--- src/csrx_pkg.sv ---
// Constants, register map and carrier types of the clocked serial port.
// Assumes a plain register port on clk_sys_i and a link sampled in-domain.
package csrx_pkg;
	localparam logic [1:0] CSRX_ADDR_CTRL = 2'h0;
	localparam logic [1:0] CSRX_ADDR_STAT = 2'h1;
	localparam logic [1:0] CSRX_ADDR_BUF = 2'h2;
	localparam logic [1:0] CSRX_MODE_OFF = 2'h0;
	localparam logic [1:0] CSRX_MODE_RX = 2'h2;
	localparam logic [1:0] CSRX_MODE_TRX = 2'h3;
	localparam logic [2:0] CSRX_CKS_EXT = 3'h7;
	// Control field positions
	localparam int CSRX_CR_RUN = 7;
	localparam int CSRX_CR_EDGE = 6;
	localparam int CSRX_CR_DIR = 5;
	localparam int CSRX_CR_CKS = 2;
	localparam int CSRX_CR_MODE = 0;
	localparam logic [7:0] CSRX_CTRL_RST = 8'h00;
	localparam logic [7:0] CSRX_BUF_RST = 8'h00;
	localparam logic [3:0] CSRX_BITS = 4'h8;
	// Half period of internal clock in sys cycles at select 6, doubling per step down
	localparam logic [7:0] CSRX_HALF_BASE = 8'h01;
	localparam logic [3:0] CSRX_CNT_RST = 4'h0;

	typedef struct packed {
		logic run;
		logic edge_sel;
		logic dir;
		logic [2:0] cks;
		logic [1:0] mode;
	} csrx_ctrl_t;

	typedef struct packed {
		logic comm;
		logic shift;
		logic rxdone;
		logic ovr;
		logic udr;
		logic tx_buffer_full_flag;
	} csrx_stat_t;

	typedef struct packed {
		csrx_ctrl_t ctrl;
		csrx_stat_t st;
		logic [7:0] buf_q;
		logic [7:0] sh;
		logic [3:0] cnt;
		logic sh_full;
		logic stop_req;
		logic [7:0] div;
		logic sck_int;
		logic so;
		logic [2:0] sck_s;
		logic [1:0] si_s;
		logic irq;
		logic [7:0] rdata;
	} csrx_state_t;
endpackage

--- src/csrx_core.sv ---
// Clocked serial port core: receive and full-duplex modes.
// Assumes a one-cycle register port master on clk_sys_i; pins asynchronous.
module csrx_core (
	input wire logic clk_sys_i,
	input wire logic rstn_i,
	input wire logic [1:0] addr_i,
	input wire logic [7:0] wdata_i,
	input wire logic wr_i,
	input wire logic rd_i,
	output logic [7:0] rdata_o,
	input wire logic sck_i,
	output logic sck_o,
	output logic sck_oen_o,
	output logic so_o,
	input wire logic si_i,
	output logic irq_o
);
	csrx_pkg::csrx_state_t s_r, s_nxt;
	logic ext_w, sck_now, sck_prev, rise_w, fall_w, tx_edge, rx_edge;
	logic tog_w;
	logic wr_ctrl, wr_buf, rd_buf, rd_stat, active_w;

	// Clock edge pick, external needs two stages before any use
	always_comb begin
		ext_w = (s_r.ctrl.cks == csrx_pkg::CSRX_CKS_EXT);
		sck_now = s_r.sck_s[1];
		sck_prev = s_r.sck_s[2];
		// Internal edge is flagged in the cycle the pin is about to toggle
		tog_w = s_r.div == 8'h00 && s_r.st.shift && !ext_w;
		rise_w = ext_w ? (sck_now & ~sck_prev) : (tog_w & ~s_r.sck_int);
		fall_w = ext_w ? (~sck_now & sck_prev) : (tog_w & s_r.sck_int);
		// Edge 0: out on falling, in on rising
		tx_edge = s_r.ctrl.edge_sel ? rise_w : fall_w;
		rx_edge = s_r.ctrl.edge_sel ? fall_w : rise_w;
		wr_ctrl = wr_i && addr_i == csrx_pkg::CSRX_ADDR_CTRL;
		wr_buf = wr_i && addr_i == csrx_pkg::CSRX_ADDR_BUF;
		rd_buf = rd_i && addr_i == csrx_pkg::CSRX_ADDR_BUF;
		rd_stat = rd_i && addr_i == csrx_pkg::CSRX_ADDR_STAT;
		active_w = s_r.st.shift;
	end

	// Divider reload, one less than the half-period length, from clock source select
	function automatic logic [7:0] half_len(input logic [2:0] cks);
		return 8'((csrx_pkg::CSRX_HALF_BASE << (3'h6 - cks)) - 8'h01);
	endfunction

	// Bit order chosen at the shifter; both ends use the same direction
	function automatic logic out_bit(input logic [7:0] v, input logic dir);
		return dir ? v[7] : v[0];
	endfunction

	always_comb begin
		logic byte_end;
		logic [7:0] shin;
		logic udr_set;
		byte_end = 1'b0;
		udr_set = 1'b0;
		shin = 8'h00;
		s_nxt = s_r;
		s_nxt.irq = 1'b0;
		s_nxt.sck_s = {s_r.sck_s[1:0], sck_i};
		s_nxt.si_s = {s_r.si_s[0], si_i};

		// Internal clock divider runs only while shifting
		if (!ext_w && s_r.st.shift) begin
			if (s_r.div == 8'h00) begin
				s_nxt.div = half_len(s_r.ctrl.cks);
				s_nxt.sck_int = ~s_r.sck_int;
			end else begin
				s_nxt.div = s_r.div - 8'h01;
			end
		end else begin
			s_nxt.div = half_len(s_r.ctrl.cks);
			s_nxt.sck_int = ~s_r.ctrl.edge_sel; // idle level
		end

		// Shift engine, external clock runs whenever comm active
		if (s_r.st.comm && (s_r.st.shift || ext_w)) begin
			if (tx_edge && s_r.ctrl.mode == csrx_pkg::CSRX_MODE_TRX) begin
				if (!s_r.sh_full && ext_w && s_r.cnt == 4'h0) begin
					// Nothing new written: resend last buffered byte
					s_nxt.sh = s_r.buf_q;
					s_nxt.st.udr = 1'b1;
					udr_set = 1'b1;
					s_nxt.so = out_bit(s_r.buf_q, s_r.ctrl.dir);
				end else begin
					s_nxt.so = out_bit(s_r.sh, s_r.ctrl.dir);
				end
				s_nxt.sh_full = 1'b1;
				s_nxt.st.shift = 1'b1;
			end
			if (rx_edge) begin
				shin = s_r.ctrl.dir ? {s_r.sh[6:0], s_r.si_s[1]}
					: {s_r.si_s[1], s_r.sh[7:1]};
				s_nxt.sh = shin;
				s_nxt.st.shift = 1'b1;
				s_nxt.cnt = s_r.cnt + 4'h1;
				if (s_r.cnt == csrx_pkg::CSRX_BITS - 4'h1) begin
					byte_end = 1'b1;
					s_nxt.cnt = csrx_pkg::CSRX_CNT_RST;
				end
			end
		end

		// Byte completion
		if (byte_end) begin
			s_nxt.irq = 1'b1;
			s_nxt.sh_full = 1'b0;
			if (s_r.st.rxdone) begin
				s_nxt.st.ovr = 1'b1;
			end else begin
				s_nxt.buf_q = shin;
			end
			s_nxt.st.rxdone = 1'b1;
			if (s_r.ctrl.mode == csrx_pkg::CSRX_MODE_TRX) begin
				s_nxt.st.shift = 1'b0;
				if (s_r.st.tx_buffer_full_flag && !ext_w && !s_r.stop_req) begin
					s_nxt.st.tx_buffer_full_flag = 1'b0;
					s_nxt.sh = s_r.buf_q;
					s_nxt.sh_full = 1'b1;
					s_nxt.st.shift = 1'b1;
				end else if (!ext_w) begin
					s_nxt.so = 1'b1;
				end
			end else begin
				// Internal clock waits for a buffer read
				s_nxt.st.shift = ext_w;
			end
			if (s_r.stop_req) begin
				s_nxt.st.comm = 1'b0;
				s_nxt.st.shift = 1'b0;
				s_nxt.st.tx_buffer_full_flag = 1'b0;
				s_nxt.stop_req = 1'b0;
				if (!ext_w) begin
					s_nxt.so = 1'b1;
				end
			end
		end

		// Reads: side effects on flags, set above wins
		if (rd_buf) begin
			if (!byte_end) begin
				s_nxt.st.rxdone = 1'b0;
			end
			if (s_r.ctrl.mode == csrx_pkg::CSRX_MODE_RX && s_r.st.comm &&
				!ext_w && !s_r.stop_req) begin
				s_nxt.st.shift = 1'b1;
			end
		end
		if (rd_stat && !(byte_end && s_r.st.rxdone)) begin
			s_nxt.st.ovr = 1'b0;
		end
		// Underrun set in the same cycle wins over the clearing read
		if (rd_stat && !udr_set) begin
			s_nxt.st.udr = 1'b0;
		end

		// Buffer write
		if (wr_buf) begin
			if (s_r.st.comm && s_r.ctrl.mode == csrx_pkg::CSRX_MODE_TRX &&
				!s_nxt.sh_full && !s_r.st.shift) begin
				s_nxt.sh = wdata_i;
				s_nxt.sh_full = 1'b1;
				s_nxt.st.shift = 1'b1;
				s_nxt.st.udr = s_nxt.st.udr;
			end else begin
				s_nxt.buf_q = wdata_i;
				if (s_r.st.comm) begin
					s_nxt.st.tx_buffer_full_flag = 1'b1;
				end
			end
		end

		// Control write
		if (wr_ctrl) begin
			if (wdata_i[1:0] == csrx_pkg::CSRX_MODE_OFF) begin
				// Forced stop regardless of shift state
				s_nxt.ctrl = csrx_ctrl_from(wdata_i);
				s_nxt.ctrl.run = 1'b0;
				s_nxt.st = '0;
				s_nxt.so = 1'b1;
				s_nxt.cnt = csrx_pkg::CSRX_CNT_RST;
				s_nxt.sh_full = 1'b0;
				s_nxt.stop_req = 1'b0;
			end else if (s_r.st.comm) begin
				// Only the run bit may change while active
				if (!wdata_i[csrx_pkg::CSRX_CR_RUN]) begin
					s_nxt.ctrl.run = 1'b0;
					if (active_w && !byte_end) begin
						s_nxt.stop_req = 1'b1;
					end else begin
						s_nxt.st.comm = 1'b0;
						s_nxt.st.shift = 1'b0;
						s_nxt.st.tx_buffer_full_flag = 1'b0;
						s_nxt.cnt = csrx_pkg::CSRX_CNT_RST;
						if (!ext_w) begin
							s_nxt.so = 1'b1;
						end
					end
				end
			end else begin
				s_nxt.ctrl = csrx_ctrl_from(wdata_i);
				if (wdata_i[csrx_pkg::CSRX_CR_RUN]) begin
					s_nxt.st.comm = 1'b1;
					s_nxt.st.shift = 1'b1;
					s_nxt.cnt = csrx_pkg::CSRX_CNT_RST;
					if (wdata_i[1:0] == csrx_pkg::CSRX_MODE_TRX) begin
						s_nxt.sh = s_r.buf_q;
						s_nxt.sh_full = 1'b1;
						s_nxt.irq = 1'b1;
					end
					// Mode 10 leaves the transmitter idle high
					if (wdata_i[1:0] == csrx_pkg::CSRX_MODE_RX) begin
						s_nxt.so = 1'b1;
					end
				end
			end
		end

		// Read data
		case (addr_i)
			csrx_pkg::CSRX_ADDR_CTRL: s_nxt.rdata = s_r.ctrl;
			csrx_pkg::CSRX_ADDR_STAT: s_nxt.rdata = {2'h0, s_r.st};
			csrx_pkg::CSRX_ADDR_BUF: s_nxt.rdata = s_r.buf_q;
			default: s_nxt.rdata = 8'h00;
		endcase
		if (!rd_i) begin
			s_nxt.rdata = 8'h00;
		end
	end

	// Unpack a control write into its fields
	function automatic csrx_pkg::csrx_ctrl_t csrx_ctrl_from(
		input logic [7:0] w);
		return csrx_pkg::csrx_ctrl_t'(w);
	endfunction

	always_ff @(posedge clk_sys_i or negedge rstn_i) begin
		if (!rstn_i) begin
			s_r <= '0;
			s_r.ctrl <= csrx_pkg::csrx_ctrl_t'(csrx_pkg::CSRX_CTRL_RST);
			s_r.buf_q <= csrx_pkg::CSRX_BUF_RST;
			s_r.so <= 1'b1;
			s_r.sck_int <= 1'b1;
			s_r.div <= 8'h00;
		end else begin
			s_r <= s_nxt;
		end
	end

	// Pin drive; enable is low while we drive the clock
	always_comb begin
		rdata_o = s_r.rdata;
		sck_o = s_r.sck_int;
		sck_oen_o = ext_w;
		so_o = s_r.so;
		irq_o = s_r.irq;
	end

	AST_FORCE_STOP: assert property (@(posedge clk_sys_i) disable iff (!rstn_i)
		wr_ctrl && wdata_i[1:0] == 2'h0 |=> s_r.st == '0 && !s_r.ctrl.run)
		else $error("forced stop left status set");
	AST_DUPLEX_HIGH: assert property (@(posedge clk_sys_i) disable iff (!rstn_i)
		wr_ctrl && wdata_i[1:0] == 2'h0 |=> so_o)
		else $error("data out not high after forced stop");
	AST_RD_CLEARS: assert property (@(posedge clk_sys_i) disable iff (!rstn_i)
		rd_buf && !byte_end_chk() |=> !s_r.st.rxdone)
		else $error("buffer read did not clear rx done");
	AST_LOCKED: assert property (@(posedge clk_sys_i) disable iff (!rstn_i)
		s_r.st.comm && wr_ctrl && wdata_i[1:0] != 2'h0
		|=> $stable(s_r.ctrl.cks) && $stable(s_r.ctrl.dir))
		else $error("locked field changed while active");
	AST_START: assert property (@(posedge clk_sys_i) disable iff (!rstn_i)
		!s_r.st.comm && wr_ctrl && wdata_i[7] && wdata_i[1:0] != 2'h0
		|=> s_r.st.comm && s_r.st.shift)
		else $error("start did not set active flags");
	AST_TRX_IRQ: assert property (@(posedge clk_sys_i) disable iff (!rstn_i)
		!s_r.st.comm && wr_ctrl && wdata_i[7] && wdata_i[1:0] == 2'h3
		|=> irq_o)
		else $error("duplex start without irq");
	AST_CLK_DIR: assert property (@(posedge clk_sys_i) disable iff (!rstn_i)
		sck_oen_o == (s_r.ctrl.cks == 3'h7))
		else $error("clock pin direction wrong");
	AST_STAT_OVR: assert property (@(posedge clk_sys_i) disable iff (!rstn_i)
		s_r.st.ovr && rd_stat && !byte_end_chk() |=> !s_r.st.ovr)
		else $error("status read did not clear overrun");

	// Helper: byte completion in the current cycle
	function automatic logic byte_end_chk();
		return s_r.st.comm && rx_edge &&
			s_r.cnt == 4'h7 && (s_r.st.shift || ext_w);
	endfunction
endmodule

--- config.mk ---
export PLATFORM = sky130hd
export DESIGN_NAME = csrx_core
export DESIGN_NICKNAME = d
export VERILOG_FILES = /design/src/csrx_pkg.sv /design/src/csrx_core.sv
export SDC_FILE = /design/constraint.sdc
export NUM_CORES = 1
export LEC_CHECK = 0
export ABC_AREA = 1
export BUFFER_PORTS_ARGS = -buffer_cell sky130_fd_sc_hd__buf_2
export CORE_ASPECT_RATIO = 0.8
export CORE_MARGIN = 4
export CORE_UTILIZATION = 65
export CTS_BUF_LIST = sky130_fd_sc_hd__clkbuf_4
export CTS_CLUSTER_DIAMETER = 40
export DETAILED_ROUTE_END_ITERATION = 12
export PLACE_DENSITY = 0.85
export SETUP_SLACK_MARGIN = 0.02
export SLEW_MARGIN = 0
export SYNTH_ARGS = -nofsm -noshare
export SYNTH_HDL_FRONTEND = slang
export SYNTH_SLANG_ARGS = --single-unit
--- constraint.sdc ---
create_clock -name clk_sys_i -period 3.85 [get_ports clk_sys_i]
set_clock_uncertainty 0.2 [all_clocks]
set_input_delay 0.385 -clock clk_sys_i [delete_from_list [all_inputs] [get_ports clk_sys_i]]
set_output_delay 0.385 -clock clk_sys_i [all_outputs]
set_load 0.02 [all_outputs]
==> metrics.md <==
| Metric | Value |
|---|---|
| Status | `completed` |
| Starting Density | `69.04%` |
| Req. time, crit path | `3970 ps` |
| First-pass GRT wire length | `16.32 mm` |
| CTS buffer count | `9` |
| YS warnings | `0` |
| Drt first pass iters | `5` |
| Setup violators final | `0` |
| Unrepaired setup endpoints after global routing | `no` |
| Crit path launch type | `flop` |
| Latest clock arrival within the worst-skew pair | `430 ps` |
| Placed cell count | `623` |
| Final period util | `86.61%` |
| Max rail drop VDD | `420.0 uV` |
| Top FF cell, synth | `dfrtp_1` |
| Multi-input logic area | `1908 um^2` |
| Mapped Area | `3856 um^2` |
| Core Area | `5585 um^2` |
| Final min period | `3334 ps` |
| Total Power | `2666 uW` |
| Final Slew Violations | `0` |
| Hold Slack | `40.81 ps` |
| CTS tree | `yes` |
| FF+latch count, synth | `60` |
| Gr ovfl total | `0` |
| EDFF count, synth | `0` |
| Busiest layer in global routing | `met1` |
| Die Ht | `76.89 um` |
| Largest net degree at the start of global routing | `41` |
| Worst Reg-to-Reg Cells | `12` |
| PwrDens | `641.2 nW/um^2` |
| Rows | `24` |
| Top Ports | `28` |
| Vias | `3643` |
| DP HPWL | `7.573 mm` |
| Final Hold Violating Endpoints | `0` |
| Initial antenna violation count | `0` |
| Leak pwr | `0.002259 uW` |
| Post-route insts no fill | `642` |
| Seq/Total Area, Yosys | `39.00%` |
| Sequential cell area | `1504 um^2` |
| Syn Inst Count | `536` |
| Worst-Margin Slew | `876.5 ps` |
| I/O Buffers | `27` |
| Routing usage on met2 | `42.10%` |
| HP Class | `in2reg` |
| DR iter-0 viols | `316` |
| Share of cells above drive strength 1 | `14.36%` |
| Arrival time at the worst endpoint | `3460 ps` |
| GPL Wtd Cong | `0.9580` |
| Area growth, synth to finish | `7.820%` |
| Crit Path Class | `reg2reg` |
| Total negative slack | `0 ps` |
| Post-route ant nets | `0` |
| Ant. Diodes | `0` |
| Clock transition at the registers of the reported paths | `100 ps` |
| Layout filler cell count | `444` |
| Fraction of registers with async set/reset | `100.0%` |
| Total wire length | `9.963 mm` |
| Normalized max-slew margin | `41.57%` |
| Area of the die | `7237 um^2` |
| Fmax | `299.9 MHz` |
| Clock root buffer | `clkbuf_4` |
| H-tree Lvls | `3` |
| Syn_area_per_cell | `7.194 um^2` |
| Vias in the first global route | `3310` |
| Die X-Extent | `94.12 um` |
| Syn_nets | `559` |
| CTS sink count | `60` |
| Hold path cells | `3` |
| WL/cell | `15.52 um` |
| Vias/cell | `5.674` |
| GR Util met3 | `8.708%` |
| CTS Buffer Depth | `2` |
| Tot GR Track Use | `29.03%` |
| CP endpoint kind | `flop` |
| Max-capacitance violation count | `0` |
| Post-synth cell types | `39` |
| Final nets | `582` |
| Met1 global-route usage | `42.46%` |
| Drc violations | `0` |
| CP max FO | `13` |
## logic make-up (layout without fill, tap and decap cells)
group / after synthesis / after routing / synth area share (%)
AOI/OAI and AO/OA: 69 / 69 / 10.68
xor gates and xnor gates: 10 / 10 / 2.271
adders and majority gates: 7 / 7 / 2.271
buffers and inverters: 99 / 127 / 11.52
DFF: 60 / 60 / 39.00
muxes: 2 / 2 / 0.5192
and+or+nand+nor: 289 / 289 / 33.74
## synthesized netlist by cell type (all sizes together), types with 4 or more instances
master | count | area share (%)
inv | 78 | 7.6
buf | 15 | 3.0
o211ai | 4 | 0.78
a21oi | 12 | 1.9
nand4 | 16 | 3.1
clkbuf | 5 | 0.49
ha | 7 | 2.3
nor2 | 58 | 6.0
xnor2 | 4 | 0.91
xor2 | 6 | 1.4
nor3 | 5 | 0.91
or2 | 6 | 0.97
nand3 | 35 | 4.9
nand2 | 165 | 17
o21ai | 50 | 7.3
dfrtp | 58 | 38
## path summary, 6_finish.rpt
kind                                     startpoint                end  slack [ps]
worst max-delay path            s_r[55]$_DFFE_PN0P_  s_r[37]$_DFF_PN0_         520
worst min-delay path                     wdata_i[4]  s_r[42]$_DFF_PN0_          40
worst max register to register  s_r[55]$_DFFE_PN0P_  s_r[37]$_DFF_PN0_         520
worst min register to register  s_nxt[10]$_DFF_PN0_  s_r[10]$_DFF_PN0_         160
max in group asynchronous                    rstn_i     so_o$_DFF_PN1_        2150
min in group asynchronous                    rstn_i  s_r[43]$_DFF_PN0_         420
## cells in the final DEF, fill, tap and decap left out, types with 3 or more instances in the layout
master	synthesis	routed
xnor2_1	4	4
inv_1	76	76
or2_2	6	6
clkbuf_4	0	11
ha_1	7	7
buf_2	3	27
nand3_2	3	3
nand4_1	14	14
dlygate4sd3_1	0	3
nor2_1	53	53
nor2_2	5	5
a21oi_1	10	10
o211ai_1	4	4
xor2_1	6	6
nand3_1	32	32
nand2_4	3	3
dfrtp_1	58	58
o21ai_0	40	40
nor3_1	3	3
o21ai_2	8	8
nand2_1	161	161
## critical path: stages, from the launching register on
cell and delay, ps:
dfrtp_1 470, nand2_1 150, inv_1 120, ha_1 330, inv_2 110, a21oi_2 560
nand4_4 380, nand2_1 200, nand4_2 280, nand2_1 170, nand3_1 80, nand2_1 120
inv_1 50
## metal layers
metal	vias up	part of all wire [%]
met5	-	0
met4	0	1.8
met3	21	10
met2	192	44
met1	1695	44
li1	1735	-
## final cells by class
| cell class | count | share of cell area, % |
|---|---|---|
| clock buffers | 11 | 1.986 |
| multi-input cells | 377 | 45.89 |
| well taps | 78 | 2.347 |
| inverters | 79 | 7.433 |
| flip-flops and latches | 60 | 36.17 |
| clock inverters | 5 | 1.836 |
| repair buffers | 32 | 4.333 |
## sequential cells by signal, indices dropped and copies added (netlist names)
name      cells
rdata_o       8
so_o          1
s_r          45
sck_o         1
s_nxt         3
active_w      1
irq_o         1
## stage by stage
stage	instance area, um^2	util, %	setup slack [ps]
floorplan	3856	-	1262
global placement	3969	71.06	750.8
detailed placement	3969	71.06	596.9
CTS	4158	74.44	543.0
global route	4158	74.44	241.5
finish	4158	74.44	515.7
## power by group
part / total [uW] / internal [uW] / switching (uW)
clock: 507 / 275 / 232
combinational: 1130 / 393 / 740
sequential: 1030 / 817 / 210
## timing repair
item / 4_1_cts / 5_1_grt
resized for setup: 0 / 0
hold buffers: 3 / 0
setup buffers: 0 / 0
endpoints found under the hold margin: 41 / 0
Note: power is estimated with default switching activity, not from simulation.
